**src/rtl/hrcs_cfg.svh**
```systemverilog
// timing, field widths and default values for the reset/config sequencer
`ifndef HRCS_CFG_SVH
`define HRCS_CFG_SVH

// ----------------------------------------------------------------------
// clock
// ----------------------------------------------------------------------
`define HRCS_CLK_KHZ        50000

// ----------------------------------------------------------------------
// times in their own units, then cycle counts derived from them
// ----------------------------------------------------------------------
`define HRCS_RECOVER_US     500
`define HRCS_DRIVE_MAX_US   2
`define HRCS_EE_MAX_MS10    995
`define HRCS_ATTACH_MAX_MS  100
`define HRCS_REQ_MAX_MS     5
// longest times round down
`define HRCS_RECOVER_CYC   ((`HRCS_RECOVER_US * `HRCS_CLK_KHZ) / 1000)
`define HRCS_DRIVE_MAX_CYC ((`HRCS_DRIVE_MAX_US * `HRCS_CLK_KHZ) / 1000)
`define HRCS_EE_MAX_CYC    ((`HRCS_EE_MAX_MS10 * `HRCS_CLK_KHZ) / 10)
`define HRCS_ATTACH_MAX_CYC (`HRCS_ATTACH_MAX_MS * `HRCS_CLK_KHZ)
`define HRCS_REQ_MAX_CYC   (`HRCS_REQ_MAX_MS * `HRCS_CLK_KHZ)

// ----------------------------------------------------------------------
// default register values and field widths
// ----------------------------------------------------------------------
`define HRCS_ADDR_DFLT      7'h00
`define HRCS_CFG_DFLT       8'h00
`define HRCS_CNT_W          23
`define HRCS_REQ_W          18
`define HRCS_PORTS          4

`endif

```
**src/rtl/hrcs_pkg.sv**
```systemverilog
// types shared by the reset/config sequencer
package hrcs_pkg;

   // ---------------------------------------------------------------------
   // sequencer states and configuration modes
   // ---------------------------------------------------------------------
   typedef enum logic [2:0] {
      HRCS_HW_RST   = 3'b000,
      HRCS_RECOVER  = 3'b001,
      HRCS_EE_LOAD  = 3'b010,
      HRCS_SMB_WAIT = 3'b011,
      HRCS_ATTACH   = 3'b100,
      HRCS_RUN      = 3'b101
   } hrcs_state_t;

   // select pins: 11 falls back to strap mode
   typedef enum logic [1:0] {
      HRCS_MODE_STRAP  = 2'b00,
      HRCS_MODE_EEPROM = 2'b01,
      HRCS_MODE_SMBUS  = 2'b10,
      HRCS_MODE_RSVD   = 2'b11
   } hrcs_mode_t;

   // ---------------------------------------------------------------------
   // requests from the hub core (same clock, one-cycle pulses)
   // ---------------------------------------------------------------------
   typedef struct packed {
      logic       bus_reset;
      logic       set_addr;
      logic [6:0] addr;
      logic       set_cfg;
      logic [7:0] cfg;
      logic       suspend;
      logic       resume;
      logic [3:0] pwr_on;
      logic [3:0] pwr_off;
      logic [3:0] ds_reset;
      logic       req_start;
      logic       req_done;
   } hrcs_hub_req_t;

   // ---------------------------------------------------------------------
   // whole control state; all-zero is the hardware reset value
   // ---------------------------------------------------------------------
   typedef struct packed {
      hrcs_state_t state;
      logic [22:0] cnt;
      hrcs_mode_t  mode;
      logic [1:0]  strap;
      logic        alive;
      logic        operational;
      logic        phy_en;
      logic        xtal_run;
      logic        pll_run;
      logic        led_en;
      logic        ee_start;
      logic        cfg_timeout;
      logic        attach;
      logic        suspended;
      logic        tt_flush;
      logic [3:0]  pwr;
      logic [3:0]  port_en;
      logic [3:0]  ds_reset;
      logic [6:0]  addr;
      logic [7:0]  cfg;
      logic        req_busy;
      logic [17:0] req_cnt;
      logic        req_overdue;
   } hrcs_ctl_t;

endpackage : hrcs_pkg

```
**src/rtl/hrcs_sequencer.sv**
```systemverilog
// hub hardware-reset, configuration and bus-reset sequencer
`timescale 1ns/10ps
`default_nettype none
`include "hrcs_cfg.svh"

// Contract
// - reset disables ports, drops port power
// - reset disables phys, pairs high impedance
// - reset aborts transactions, keeps no state
// - reset returns registers to defaults
// - reset stops oscillator, pll, leds
// - operational within 500 us of release
// - eeprom mode starts eeprom read immediately
// - strap mode drives outputs within 2 us
// - eeprom load finishes within 99.5 ms
// - attach within 100 ms of config
// - each host request done within 5 ms
// - bus reset never forwarded downstream
// - bus reset clears device address
// - bus reset returns to unconfigured
// - bus reset drops all port power
// - bus reset flushes translator buffers
// - bus reset wakes from suspend
// - strap mode samples led pins after release
// - smbus mode waits without limit for load done, then attaches
module hrcs_sequencer #(
   parameter int unsigned P_RECOVER_CYC = `HRCS_RECOVER_CYC,
   parameter int unsigned P_EE_MAX_CYC  = `HRCS_EE_MAX_CYC,
   parameter int unsigned P_REQ_MAX_CYC = `HRCS_REQ_MAX_CYC
) (
   input  wire logic                   i_mclk,
   input  wire logic                   i_sys_rst,
   input  wire logic                   i_reset_n_pin,
   input  wire logic [1:0]             i_cfg_sel,
   input  wire logic [1:0]             i_led_strap,
   input  wire hrcs_pkg::hrcs_hub_req_t i_hub,
   input  wire logic                   i_ee_done,
   input  wire logic                   i_smb_done,
   output logic [3:0]                  o_port_power_en,
   output logic [3:0]                  o_port_enable,
   output logic                        o_phy_enable,
   output logic [4:0]                  o_dp_oe_n,
   output logic                        o_xtal_run,
   output logic                        o_pll_run,
   output logic                        o_led_en,
   output logic                        o_xact_abort,
   output logic                        o_regs_default,
   output logic                        o_pins_driven,
   output logic [1:0]                  o_strap_val,
   output logic                        o_operational,
   output logic                        o_ee_start,
   output logic                        o_cfg_timeout,
   output logic                        o_attach,
   output logic [6:0]                  o_usb_addr,
   output logic [7:0]                  o_usb_config,
   output logic                        o_suspended,
   output logic                        o_tt_flush,
   output logic [3:0]                  o_ds_reset,
   output logic                        o_req_overdue
);

   localparam int DRIVE_MAX = `HRCS_DRIVE_MAX_CYC;

   // ---------------------------------------------------------------------
   // elaboration checks
   // ---------------------------------------------------------------------
   if (P_RECOVER_CYC < 1 || P_RECOVER_CYC > (1 << `HRCS_CNT_W))
      $error("recovery count does not fit the counter");
   if (P_EE_MAX_CYC < 1 || P_EE_MAX_CYC > (1 << `HRCS_CNT_W))
      $error("eeprom load limit does not fit the counter");
   if (P_REQ_MAX_CYC < 1 || P_REQ_MAX_CYC > (1 << `HRCS_REQ_W))
      $error("request limit does not fit the watchdog");
   if (`HRCS_ATTACH_MAX_CYC < 1 || DRIVE_MAX < 1)
      $error("attach or drive limit below one cycle");

   // ---------------------------------------------------------------------
   // pin synchronisers
   // ---------------------------------------------------------------------
   logic       rstn_s1;
   logic       rstn_s2;
   logic [3:0] pins_s1;
   logic [3:0] pins_s2;
   logic       hw_rst;

   // reset pin and straps come from the board, two flops before use
   always_ff @(posedge i_mclk or posedge i_sys_rst) begin
      if (i_sys_rst) begin
         rstn_s1 <= 1'b0;
         rstn_s2 <= 1'b0;
         pins_s1 <= 4'h0;
         pins_s2 <= 4'h0;
      end else begin
         rstn_s1 <= i_reset_n_pin;
         rstn_s2 <= rstn_s1;
         pins_s1 <= {i_cfg_sel, i_led_strap};
         pins_s2 <= pins_s1;
      end
   end

   // assertion enters asynchronously via i_sys_rst; the pin costs 2 clocks
   assign hw_rst = ~rstn_s2;

   // ---------------------------------------------------------------------
   // sequencer state
   // ---------------------------------------------------------------------
   hrcs_pkg::hrcs_ctl_t ctl;
   hrcs_pkg::hrcs_ctl_t next_ctl;

   // next state of the whole sequencer
   always_comb begin
      next_ctl          = ctl;
      next_ctl.ee_start = 1'b0;
      next_ctl.tt_flush = 1'b0;
      next_ctl.ds_reset = 4'h0;
      if (hw_rst) begin
         // everything back to safe defaults, nothing kept
         next_ctl = '0;
      end else begin
         case (ctl.state)
            hrcs_pkg::HRCS_HW_RST: begin
               // release seen: drive pins inactive and catch straps
               next_ctl.state    = hrcs_pkg::HRCS_RECOVER;
               next_ctl.cnt      = '0;
               next_ctl.mode     = hrcs_pkg::hrcs_mode_t'(pins_s2[3:2]);
               next_ctl.strap    = pins_s2[1:0];
               next_ctl.alive    = 1'b1;
               next_ctl.xtal_run = 1'b1;
               next_ctl.pll_run  = 1'b1;
            end
            hrcs_pkg::HRCS_RECOVER: begin
               next_ctl.cnt = ctl.cnt + 23'h000001;
               if (ctl.cnt == 23'(P_RECOVER_CYC - 1)) begin
                  next_ctl.cnt         = '0;
                  next_ctl.operational = 1'b1;
                  next_ctl.phy_en      = 1'b1;
                  next_ctl.led_en      = 1'b1;
                  case (ctl.mode)
                     hrcs_pkg::HRCS_MODE_EEPROM: begin
                        next_ctl.state    = hrcs_pkg::HRCS_EE_LOAD;
                        next_ctl.ee_start = 1'b1;
                     end
                     hrcs_pkg::HRCS_MODE_SMBUS: begin
                        next_ctl.state = hrcs_pkg::HRCS_SMB_WAIT;
                     end
                     default: begin
                        next_ctl.state = hrcs_pkg::HRCS_ATTACH;
                     end
                  endcase
               end
            end
            hrcs_pkg::HRCS_EE_LOAD: begin
               // a dead eeprom must not hold the hub off the bus
               next_ctl.cnt = ctl.cnt + 23'h000001;
               if (i_ee_done) begin
                  next_ctl.state = hrcs_pkg::HRCS_ATTACH;
               end else if (ctl.cnt == 23'(P_EE_MAX_CYC - 1)) begin
                  next_ctl.cfg_timeout = 1'b1;
                  next_ctl.state       = hrcs_pkg::HRCS_ATTACH;
               end
            end
            hrcs_pkg::HRCS_SMB_WAIT: begin
               // no limit here; the host owns the load time
               if (i_smb_done) begin
                  next_ctl.state = hrcs_pkg::HRCS_ATTACH;
               end
            end
            hrcs_pkg::HRCS_ATTACH: begin
               next_ctl.attach = 1'b1;
               next_ctl.state  = hrcs_pkg::HRCS_RUN;
            end
            hrcs_pkg::HRCS_RUN: begin
               if (i_hub.bus_reset) begin
                  // upstream reset stays upstream: ds_reset held at 0
                  next_ctl.addr      = `HRCS_ADDR_DFLT;
                  next_ctl.cfg       = `HRCS_CFG_DFLT;
                  next_ctl.pwr       = 4'h0;
                  next_ctl.port_en   = 4'h0;
                  next_ctl.tt_flush  = 1'b1;
                  next_ctl.suspended = 1'b0;
                  next_ctl.req_busy  = 1'b0;
               end else begin
                  next_ctl.ds_reset = i_hub.ds_reset;
                  if (i_hub.set_addr) begin
                     next_ctl.addr = i_hub.addr;
                  end
                  if (i_hub.set_cfg) begin
                     next_ctl.cfg = i_hub.cfg;
                  end
                  if (i_hub.suspend) begin
                     next_ctl.suspended = 1'b1;
                  end else if (i_hub.resume) begin
                     next_ctl.suspended = 1'b0;
                  end
                  next_ctl.pwr     = (ctl.pwr | i_hub.pwr_on) &
                                     ~i_hub.pwr_off;
                  next_ctl.port_en = next_ctl.pwr;
                  // request watchdog: overdue flag set wins over clear
                  if (i_hub.req_start) begin
                     next_ctl.req_busy    = 1'b1;
                     next_ctl.req_cnt     = '0;
                     next_ctl.req_overdue = 1'b0;
                  end else if (ctl.req_busy) begin
                     next_ctl.req_cnt = ctl.req_cnt + 18'h00001;
                  end
                  if (i_hub.req_done) begin
                     next_ctl.req_busy = 1'b0;
                  end
                  if (ctl.req_busy && !i_hub.req_done &&
                      ctl.req_cnt == 18'(P_REQ_MAX_CYC - 1)) begin
                     next_ctl.req_overdue = 1'b1;
                  end
               end
            end
            default: begin
               next_ctl = '0;
            end
         endcase
      end
   end

   // register the control state
   always_ff @(posedge i_mclk or posedge i_sys_rst) begin
      if (i_sys_rst) begin
         ctl <= '0;
      end else begin
         ctl <= next_ctl;
      end
   end

   // ---------------------------------------------------------------------
   // outputs, all straight from control flops
   // ---------------------------------------------------------------------
   assign o_port_power_en = ctl.pwr;
   assign o_port_enable   = ctl.port_en;
   assign o_phy_enable    = ctl.phy_en;
   assign o_dp_oe_n       = {~ctl.port_en, ~ctl.attach};
   assign o_xtal_run      = ctl.xtal_run;
   assign o_pll_run       = ctl.pll_run;
   assign o_led_en        = ctl.led_en;
   assign o_xact_abort    = ~ctl.alive;
   assign o_regs_default  = ~ctl.alive;
   assign o_pins_driven   = ctl.alive;
   assign o_strap_val     = ctl.strap;
   assign o_operational   = ctl.operational;
   assign o_ee_start      = ctl.ee_start;
   assign o_cfg_timeout   = ctl.cfg_timeout;
   assign o_attach        = ctl.attach;
   assign o_usb_addr      = ctl.addr;
   assign o_usb_config    = ctl.cfg;
   assign o_suspended     = ctl.suspended;
   assign o_tt_flush      = ctl.tt_flush;
   assign o_ds_reset      = ctl.ds_reset;
   assign o_req_overdue   = ctl.req_overdue;

   logic in_run;
   assign in_run = (ctl.state == hrcs_pkg::HRCS_RUN);
endmodule : hrcs_sequencer
`default_nettype wire
```
**config.mk**
```make
export PLATFORM = sky130hd
export DESIGN_NAME = hrcs_sequencer
export DESIGN_NICKNAME = d
export VERILOG_FILES = /design/src/rtl/hrcs_pkg.sv /design/src/rtl/hrcs_sequencer.sv
export VERILOG_INCLUDE_DIRS = /design/src /design/src/rtl
export SDC_FILE = /design/constraint.sdc
export NUM_CORES = 1
export LEC_CHECK = 0
export ABC_AREA = 1
export BUFFER_PORTS_ARGS = -buffer_cell sky130_fd_sc_hd__buf_2
export CAP_MARGIN = 15
export CORE_ASPECT_RATIO = 0.5
export CORE_MARGIN = 8
export CORE_UTILIZATION = 40
export DETAILED_ROUTE_END_ITERATION = 10
export GPL_TIMING_DRIVEN = 0
export HOLD_SLACK_MARGIN = 0.15
export PLACE_DENSITY = 0.68
export RECOVER_POWER = 50
export SLEW_MARGIN = 0
export SYNTH_ARGS = -nofsm -noshare
export SYNTH_HDL_FRONTEND = slang
export SYNTH_SLANG_ARGS = --single-unit
```
**constraint.sdc**
```tcl
create_clock -name i_mclk -period 6.01 [get_ports i_mclk]
set_input_delay 0.3005 -clock i_mclk [delete_from_list [all_inputs] [get_ports i_mclk]]
set_output_delay 0.3005 -clock i_mclk [all_outputs]
set_load 0.02 [all_outputs]
```
# Word-level counts from Yosys, hierarchy flattened
# Index checks and enable logic that the tools add are counted.
word_totals:
  reg_bits: 98
  in_bits: 43
  out_inout_bits: 48
classes:
  n_addsub: 2
  n_eq_ne: 29
  n_mux: 36
  bitwise: 6
  n_reduce_logical: 19
ops:
  columns: ["cell", "count"]
  rows:
  - ["$pmux 49 s2", 1]
  - ["$mux 88", 1]
  - ["$pmux 23 s3", 1]
  - ["$mux 18", 2]
  - ["$mux 26", 1]
  - ["$reduce_or 5->1", 5]
  - ["$add 23x1->23 const B", 1]
  - ["$eq 23x15->1 const B", 1]
  - ["$eq 23x23->1 const B", 1]
  - ["$mux 19", 1]
  - ["$add 18x1->18 const B", 1]
  - ["$eq 18x18->1 const B", 1]
  - ["$pmux 3 s6", 1]
  - ["$mux 16", 1]
  - ["$mux 8", 2]
  - ["$ne 4x4->1 const B", 4]
  - ["$ne 3x3->1 const B", 5]
  - ["$ne 2x2->1 const B", 7]
  - ["$pmux 2 s2", 3]
  - ["$mux 1", 11]
  - ["$ne 5x5->1 const B", 2]
  - ["$pmux 5 s2", 1]
  - ["$reduce_and 2->1", 5]
  - ["$mux 3", 3]
  - ["21 further kinds", 30]

# Logic depth before layout (Yosys ltp)
# Gate-level depths: netlist (run 1).
depth:
  word_depth: 7
  ltp_mapped: 12
  ltp_nobuf: 11

# Least setup slack after synthesis (run 1)
# OpenSTA, ideal clock, no wires.
synth_path:
  kind: "register to register"
  from: "register rstn_s2"
  to: "register ctl[15] in the netlist's numbering"
  setup_ns: 0.117
  arrival_time_ns: 1.404
  required_ns: 5.893
  setup_slack_ns: 4.490
  path_stages_with_launch: 12
  path_cell_list: "dfrtp_1 -> inv_2 -> nor2_2 -> nor2_8 -> nand2_4 -> nor2_4 -> inv_2 -> buf_4 -> nand2_1 -> nand2_1 -> o21ai_1 -> inv_2"
synth_via:
  elab_chain_cells: 2
  elab_cells_between_ends: 5
  classes_between: "eq/ne: 3; mux: 1; reduce/logical: 1"
synth_rtl:
  columns: ["item", "line_no", "text"]
  rows:
  - ["from (decl)", "hrcs_sequencer.sv:80", "logic rstn_s2;"]
  - ["from (signal assigned)", "hrcs_sequencer.sv:94", "rstn_s2 <= rstn_s1;"]
  - ["$ne 4x4->1 (no source line), or another cell as far along", null, null]
  - ["$reduce_and 3->1 (no source line)", null, null]
  - ["to (signal assigned)", "hrcs_sequencer.sv:226", "ctl <= next_ctl;"]
  - ["to (decl)", "hrcs_sequencer.sv:106", "hrcs_pkg::hrcs_ctl_t ctl;"]
# Parallel ways exist; a longest one is shown, timed or not.
# A chain may end at the register's enable or synchronous reset.

# Final worst setup path (run 1)
layout_path:
  from: "register ctl[66] in the netlist's numbering"
  to: "register ctl[73] in the netlist's numbering"
layout_via:
  elab_chain_cells: 4
  elab_cells_between_ends: 5
  classes_between: "add/sub: 1; eq/ne: 1; mux: 3"
layout_rtl:
  columns: ["item", "line_no", "text"]
  rows:
  - ["$add 23x1->23 / $eq 23x15->1 (equally long branches)", "hrcs_sequencer.sv:131, hrcs_sequencer.sv:153, hrcs_sequencer.sv:132", null]
  - ["$mux 26", "hrcs_sequencer.sv:132", "if (ctl.cnt == 23'(P_RECOVER_CYC - 1)) begin"]
  - ["$pmux 23 s3 *", "hrcs_sequencer.sv:119", "case (ctl.state)"]
  - ["$mux 88 *", "hrcs_sequencer.sv:115", "if (hw_rst) begin"]
# Every way passes the cells marked *; elsewhere a longest branch is shown, timed or not. The select of a mux whose other input is x is not followed.

==> impl_metrics.ini, run 1 <==
[outcome]
run_status = finished, final reports clean

[synthesis]
synth_top_family_by_area = simple AND/OR/NAND/NOR gates
ys_warn_count = 0
synth_top_area_share_pct = 45.45
synthAdderAreaFrac_pct = 0.9990
syn_avg_cell_area_um2 = 7.545
ys_seq_area_share_pct = 45.45
synth-simple-area-share_pct = 32.12
synth-compound-area-share_pct = 5.919
yosysTopAreaCell = dfrtp_1
synthesis.nets = 711
synth_cell_types = 37
syn_inst = 664
synth.cell_area_mm2 = 0.005010
synth_xor_area_share_pct = 1.923
synth_area_leaders = dfrtp_1, nand2_1, nor2_1
ys_ff_latch = 91
synth_mux_area_share_pct = 0

[critical_path]
r2r-start = ctl[66]
critPathMaxStageDelay_ns = 0.36
critical_path.slowest_cell = dfrtp_1
crit_fanout = 8
reg2reg_depth = 9
end_kind = flip-flop
cp.required_ns = 6.23
rr_endpoint = ctl[73]
crit_path_start_kind = flip-flop
crit_top_cell = nor2_1
path_cells = clkbuf_1, nor2_1, nand2_1, nor2_1, nand3_1, nand2_1, nand3_2, inv_2, nor2_1
crit_start = ctl[66]
arrival_ns = 2.08
cp_top_family = simple AND/OR/NAND/NOR gates
crit_type = flip-flop to flip-flop
path_buf_inv = 2
r2r_slack_ns = 4.14

[global_routing]
grt_first_pass_wirelength_mm = 19.65
overflow = 0
grt_pass1_vias = 4325
grt_max_degree = 64
track_usage_pct = 14.27
antenna_found_initial = 0

[clock_network]
path_clk_slew_ns = 0.07
post_cts_resized = 0
cts-root-buf = clkbuf_16
clockBufferDepth = 2
cts_made_buffers = 9
post_cts.repair.setup_buffers = 0
clock_sinks = 91
cts_hold_buf = 6
cts_tree = built
clk_latency_ns = 0.34
ctsHtreeMaxLevel = 3

[sta]
slew_viol_final = 0
max_freq_mhz = 535.9
finalCritPeriodShare_pct = 31.05
skew_ns = 0.01127
rsz0062_at_grt = no
setup_violations = 0
worstMarginPinSlew_ns = 1.380
slew-limit-headroom_pct = 7.509
finalHoldViolCount = 0
fin_setup_tns_ns = 0
post-route-min-period_ns = 1.866

[route]
drc = 0
viasPerCell = 4.603
finalWirelength_mm = 11.68
first_iter_violations = 254
avgRoutedWirePerCell_um = 12.36
num_vias = 4350
ant_nets = 0
firstDrtPassIters = 4

[floorplanning]
num_io_pins = 91
rows = 29
coreArea_mm2 = 0.01245
die_h_um = 95.14
initial_utilization_pct = 40.25
die_area_mm2 = 0.01658
die_w_um = 174.3

[cells_and_area]
drive_above_1_share_pct = 20.90
fillCellCount = 1252
utilization_pct = 48.37
nets = 817
final_cell_mix = nand2_1, nor2_1, dfrtp_1, inv_1, buf_2
layout_commonest_cell = nand2_1
syn_to_final_growth_pct = 20.15
antenna_cells = 0

[flow_run]
drv_cap = 0

[power_and_ir_drop]
p_per_area_mw_per_mm2 = 224.2
power_mw = 1.349
vdd.ir_drop.worst_mv = 0.1589
p_leak_nw = 3.183

[placed_design]
io_buffer_count = 88
dp_hpwl_mm = 8.937
gp_congestion = 0.8516

[min_path]
hold-path-endpoint = o_ds_reset[3]
hp-start = i_hub[5]
hold_class = input port to flip-flop
whs_path_depth = 3
worst max path at each step:
stage	endpoint	slack, ns	cells past startpoint
2_1_floorplan	ctl[10]	3.35	1
3_3_place_gp	o_usb_addr[5]	2.22	2
3_5_place_dp	ctl[73]	4.17	9
4_1_cts	ctl[73]	4.16	9
5_1_grt	o_usb_config[5]	3.88	8
6_report	ctl[73]	4.14	9
cell families after synthesis:
group,after synthesis
xor gates and xnor gates,11
AOI/OAI and AO/OA,51
DFF,91
adders and majority gates,4
buffers and inverters,142
and+or+nand+nor,365
synth_stat cells:
master	number
nand2_1	171
buf_2	4
nor2_8	2
nand3b_1	3
nand4_1	11
nor4_1	1
o21a_1	2
buf_1	2
and2_1	1
clkbuf_1	3
a21oi_1	8
nand2_2	2
o21ai_4	1
buf_6	2
nand2_4	2
nor3_1	13
nor2_2	2
nor2_4	4
a21boi_1	4
dfrtp_1	91
a31oi_1	1
o211ai_1	2
nor2_1	94
nand3_1	56
nand3_2	1
inv_2	11
nor3_2	1
buf_4	34
o21bai_1	2
xor2_1	5
o21ai_2	1
ha_1	4
o21ai_0	13
o21ai_1	17
nor3b_2	1
xnor2_1	6
inv_1	86
worst min-delay path: stages:
cell and delay [ns]:
buf_2 0.09, inv_1 0.04, nor2_1 0.04
layout make-up:
type,instances,area (um2),area share [%]
Clock buffer,12,256.5,4.261
Tap cell,170,212.7,3.534
Clock inverter,4,31.28,0.5196
Inverter,97,365.4,6.069
Multi-Input combinational cell,431,2044,33.96
Buffer,45,316.6,5.259
Timing Repair Buffer,95,515.5,8.564
Sequential cell,91,2277,37.83
registers in the layout (all words and copies together), names as in the netlist, 2 cells and up:
name / count
ctl: 47
o_ds_reset: 4
o_port_power_en: 4
o_strap_val: 2
o_usb_addr: 7
o_usb_config: 8
pins_s1: 4
pins_s2: 4
through the flow:
stage          std cells  cell area, um2  hold slack [ns]  setup WS [ns]
5_1_grt              945            6020           0.1529          3.879
6_report             945            6020           0.1663          4.144
3_3_place_gp         922            5663           0.3315          2.224
4_1_cts              945            6041           0.1566          4.157
2_1_floorplan        664            5010           0.3312          3.346
3_5_place_dp         923            5693           0.3259          4.167
layer usage:
metal  part of all wire, %  up-vias  track usage [%]  routed length [um]
met1                    46     1988            17.33                5351
met2                    49      102            25.35                5669
met3                   4.5       14            3.478                 524
met4                   1.1        0            3.887                 132
met5                     0        -                0                   0
li1                      -     2246                -                   -
report_power, final:
part	internal (mW)	leakage (nW)	switching, mW
Combinational	0.0614	1.81	0.100
Clock	0.306	0.144	0.241
Sequential	0.629	1.23	0.0125
Note: power is estimated with default switching activity, not from simulation.
==> inputs of run 2 (changes only) <==
Clock period 6.01 ns to 1.9 ns, I/O delays scaled along.
==> impl_metrics.ini, run 2 (synthesized netlist as in run 1, its figures left out) <==
[outcome]
run_status = finished, final reports clean

[critical_path]
crit_fanout = 5
cp_top_family = buffers and inverters
critical_path.slowest_cell = dlygate4sd3_1
rr_endpoint = o_usb_addr[1]
arrival_ns = 2.14
crit_top_cell = nand2_4
r2r-start = ctl[86]
path_cells = inv_4, nand2_4, nor2_4, nand2_4, nor2_8, buf_6, nand3_1, dlygate4sd3_1, nand2_1
end_kind = flip-flop
crit_type = flip-flop to flip-flop
critPathMaxStageDelay_ns = 0.56
path_buf_inv = 3
cp.required_ns = 2.19
r2r_slack_ns = 0.06
reg2reg_depth = 9
crit_path_start_kind = flip-flop

[power_and_ir_drop]
p_sw_mw = 1.249
vdd.ir_drop.worst_mv = 0.4095
power_frac_seq_pct = 45.9
p_per_area_mw_per_mm2 = 674.2
p_leak_nw = 3.391
p_clk_share_pct = 40.8
switching_share_pct = 28.25
p_comb_share_pct = 13.3
p_int_mw = 3.172

[route]
drc = 0
finalWirelength_mm = 12.66
ant_nets = 0
first_iter_violations = 238
avgRoutedWirePerCell_um = 12.71
viasPerCell = 4.645
num_vias = 4626
firstDrtPassIters = 5

[floorplanning]
die_area_mm2 = 0.01658
die_h_um = 95.14
num_io_pins = 91
initial_utilization_pct = 40.25
rows = 29
die_w_um = 174.3
coreArea_mm2 = 0.01245

[clock_network]
cts_tree = built
path_clk_slew_ns = 0.07
clock_sinks = 91
clockBufferDepth = 2
cts_made_buffers = 9
clk_latency_ns = 0.35
ctsHtreeMaxLevel = 3
cts-root-buf = clkbuf_16

[cells_and_area]
layout_commonest_cell = nand2_1
utilization_pct = 52.69
drive_above_1_share_pct = 21.60
nets = 866
final_cells = 996
largest_register_ffs = 47
syn_to_final_growth_pct = 30.89
final_cell_mix = nand2_1, nor2_1, dfrtp_1, inv_1, buf_2
largest_register = ctl

[min_path]
whs_path_depth = 4
hold-path-endpoint = ctl[85]
hold_class = input port to flip-flop
hp-start = i_smb_done

[global_routing]
grt_first_pass_wirelength_mm = 20.68
antenna_found_initial = 0
track_usage_pct = 15.03
grt_max_degree = 42
grt_pass1_vias = 4519
overflow = 0

[sta]
max_freq_mhz = 542.9
setup_violations = 0
finalHoldViolCount = 0
fin_ws_ns = 0.05820
skew_ns = 0.008517
slew-limit-headroom_pct = 26.25
worstMarginPinSlew_ns = 1.100
slew_viol_final = 0
post-route-min-period_ns = 1.842
finalCritPeriodShare_pct = 96.94
fin_setup_tns_ns = 0

[placed_design]
place_inst = 924
io_buffer_count = 88
post-place-ws_ns = 0.09441
dp_hpwl_mm = 8.959
gp_congestion = 0.8790

[flow_run]
drv_cap = 0
==> run 2: how the worst max path moves through the flow <==
stage	start	to	slack [ns]	cells after the start
floorplan	rstn_s2	ctl[15]	0.38	11
global placement	i_sys_rst	o_usb_config[1]	0.07	2
detailed placement	rstn_s2	ctl[65]	0.09	7
CTS	ctl[87]	o_usb_addr[4]	0.06	7
finish	ctl[86]	o_usb_addr[1]	0.06	9
global route	ctl[86]	o_usb_addr[1]	-0.01	9
==> run 2: layer usage <==
layer | wire length (um) | share of wire [%] | track usage (%) | vias to the layer above
met2 | 6456 | 51 | 26.90 | 92
met3 | 537 | 4.2 | 3.478 | 18
li1 | - | - | - | 2344
met4 | 162 | 1.3 | 5.724 | 0
met5 | 0 | 0 | 0 | -
met1 | 5499 | 43 | 17.66 | 2172
==> run 2: timing repair <==
action | 4_1_cts | 5_1_grt
buffers inserted | 0 | 9
endpoints found under the setup margin | 0 | 19
gates resized for setup | 0 | 17
hold buffers | 47 | 0
endpoints found under the hold margin | 57 | 0
==> run 2: final cells by class <==
cell class / instances / area (um2)
diodes: 2 / 5.005
plain buffers: 45 / 321.6
clock buffers: 9 / 225.2
clock inverters: 7 / 78.83
fillers: 1152 / 5888
inverters: 97 / 370.4
multi-input cells: 431 / 2069
flip-flops and latches: 91 / 2281
well taps: 170 / 212.7
repair buffers: 144 / 993.5
==> run 2: power by group through the flow <==
stage,Clock [mW],Combinational [mW],Sequential [mW]
after detailed placement,0,0.519,2.06
after CTS,1.85,0.587,2.02
after global placement,0,0.502,2.06
after floorplan,0,0.330,2.07
final,1.80,0.590,2.03
after global routing,1.91,0.647,2.04
==> run 2: metrics by stage <==
| step | total power, mW | area, um2 | hold slack [ns] |
|---|---|---|---|
| floorplan | 2.397 | 5014 | 0.1264 |
| global placement | 2.563 | 5667 | 0.2039 |
| detailed placement | 2.581 | 5707 | 0.1906 |
| CTS | 4.465 | 6481 | 0.1878 |
| global route | 4.596 | 6553 | 0.2436 |
| finish | 4.421 | 6558 | 0.1972 |
==> run 2: worst min-delay path, delay by kind of cell <==
| family | cells | cell delay (ns) |
|---|---|---|
| buffers and inverters | 1 | 0.10 |
| AND/OR/NAND/NOR | 3 | 0.30 |
==> inputs of run 3 (changes only) <==
Settings changed: CELL_PAD_IN_SITES_DETAIL_PLACEMENT set to 1, CELL_PAD_IN_SITES_GLOBAL_PLACEMENT set to 2, CORE_UTILIZATION 40 to 32, PLACE_DENSITY 0.68 to 0.87.
==> impl_metrics.ini, run 3 (synthesized netlist as in run 1, its figures left out) <==
[sta]
skew_ns = 0.01290
slew_viol_final = 0
post-route-min-period_ns = 1.812
finalHoldViolCount = 0
finalCritPeriodShare_pct = 95.39
slew-limit-headroom_pct = 29.51
setup_violations = 0
rsz0062_at_grt = no
max_freq_mhz = 551.7
fin_setup_tns_ns = 0
worstMarginPinSlew_ns = 1.052

[floorplanning]
die_h_um = 104.5
coreArea_mm2 = 0.01537
die_w_um = 193.0
rows = 32
die_area_mm2 = 0.02016
num_io_pins = 91
initial_utilization_pct = 32.58

[global_routing]
antenna_found_initial = 2
track_usage_pct = 15.93
grt_pass1_vias = 5076
grt_first_pass_wirelength_mm = 25.88
overflow = 0
grt_max_degree = 35

[clock_network]
cts-root-buf = clkbuf_16
clk_latency_ns = 0.36
cts_made_buffers = 9
cts_tree = built
ctsHtreeMaxLevel = 3
clockBufferDepth = 2
path_clk_slew_ns = 0.08
clock_sinks = 91

[placed_design]
gp_congestion = 0.8427
dp_hpwl_mm = 11.10
io_buffer_count = 88

[outcome]
run_status = finished, final reports clean

[critical_path]
arrival_ns = 2.09
end_kind = flip-flop
r2r_slack_ns = 0.09
crit_start = ctl[86]
r2r-start = ctl[86]
crit_type = flip-flop to flip-flop
cp.required_ns = 2.18
crit_path_start_kind = flip-flop
crit_fanout = 5

[route]
ant_nets = 0
m1WireLength_mm = 6.882
firstDrtPassIters = 4
drc = 0
wl_met2_mm = 7.959
viasPerCell = 4.527
num_vias = 4640
avgRoutedWirePerCell_um = 15.15
wl_met3_um = 362
first_iter_violations = 204
top_layer_used = met4
finalWirelength_mm = 15.53

[flow_run]
drv_cap = 0

[power_and_ir_drop]
power_frac_seq_pct = 45.4
p_leak_nw = 3.255
p_clk_share_pct = 40.9
switching_share_pct = 29.17
vdd.ir_drop.worst_mv = 0.4319
p_sw_mw = 1.306
power_mw = 4.476
p_comb_share_pct = 13.7
p_int_mw = 3.171
p_per_area_mw_per_mm2 = 684.0

[cells_and_area]
final_cell_mix = nand2_1, nor2_1, dfrtp_1, inv_1, nand3_1
syn_to_final_growth_pct = 30.62
drive_above_1_share_pct = 18.07
nets = 861
layout_commonest_cell = nand2_1
largest_register = ctl
largest_register_ffs = 47

[min_path]
hold_class = input port to flip-flop
hp-start = i_hub[32]
## run 3: cell types whose count changed in the layout (fill, tap and decap cells not counted), moves of 2 or more
cell,previous run,this run
buf_16,0,2
buf_2,80,46
clkbuf_1,14,47
dlygate4sd3_1,44,42
inv_6,4,1
inv_8,1,3
nor2_1,94,91
nor2_2,2,4
## run 3: layer usage
layer  vias up  track usage (%)
met5         -                0
met1      2222            18.94
met3        24            3.146
met2        63            27.90
li1       2331                -
met4         0            6.059
## run 3: power by group through the flow
stage                     clock (mW)  sequential (mW)  combinational (mW)
after detailed placement           0             2.07               0.547
after global placement             0             2.06               0.518
after floorplan                    0             2.07               0.330
after global routing            1.96             2.04               0.670
final                           1.83             2.03               0.614
after CTS                       1.89             2.03               0.622
## run 3: area by class of cell
type,count,area (um2)
diodes,2,5.005
plain buffers,45,321.6
clock buffers,9,225.2
clock inverters,7,75.07
fillers,1929,8831
inverters,97,370.4
multi-input cells,431,2085
flip-flops and latches,91,2282
well taps,204,255.2
repair buffers,139,924.6
## run 3: worst max-delay path: stages, from the launching register on
cell           delay (ns)
dfrtp_2              0.45
inv_4                0.10
nand2_4              0.08
nor2_4               0.16
nand2_4              0.11
nor2_8               0.16
nand2_1              0.06
dlygate4sd3_1        0.55
o21ai_0              0.08
## run 3: final timing paths
kind	cells after the start	endpoint
setup / recovery	8	o_suspended
hold / removal	3	o_usb_addr[3]
setup reg to reg	8	o_suspended
hold reg to reg	0	pins_s2[1]
max in group asynchronous	6	ctl[87]
min in group asynchronous	3	rstn_s1
## run 3: metrics by stage
step	instances	instance area, um2	hold slack [ns]	util [%]	setup slack (ns)
3_5_place_dp	959	5784	0.1641	37.62	-0.02462
3_3_place_gp	956	5709	0.2038	37.13	-0.05632
6_report	1025	6544	0.1830	42.56	0.08757
4_1_cts	1017	6515	0.1593	42.37	0.01250
2_1_floorplan	664	5014	0.1264	-	0.3797
5_1_grt	1025	6544	0.1978	42.56	0.002978
## run 3: repair_timing
action	4_1_cts	5_1_grt
hold buffers	42	0
buffers inserted	0	6
gates resized for setup	2	16
pin swaps	0	3
endpoints found under the hold margin	73	0
setup endpoints to repair	8	43
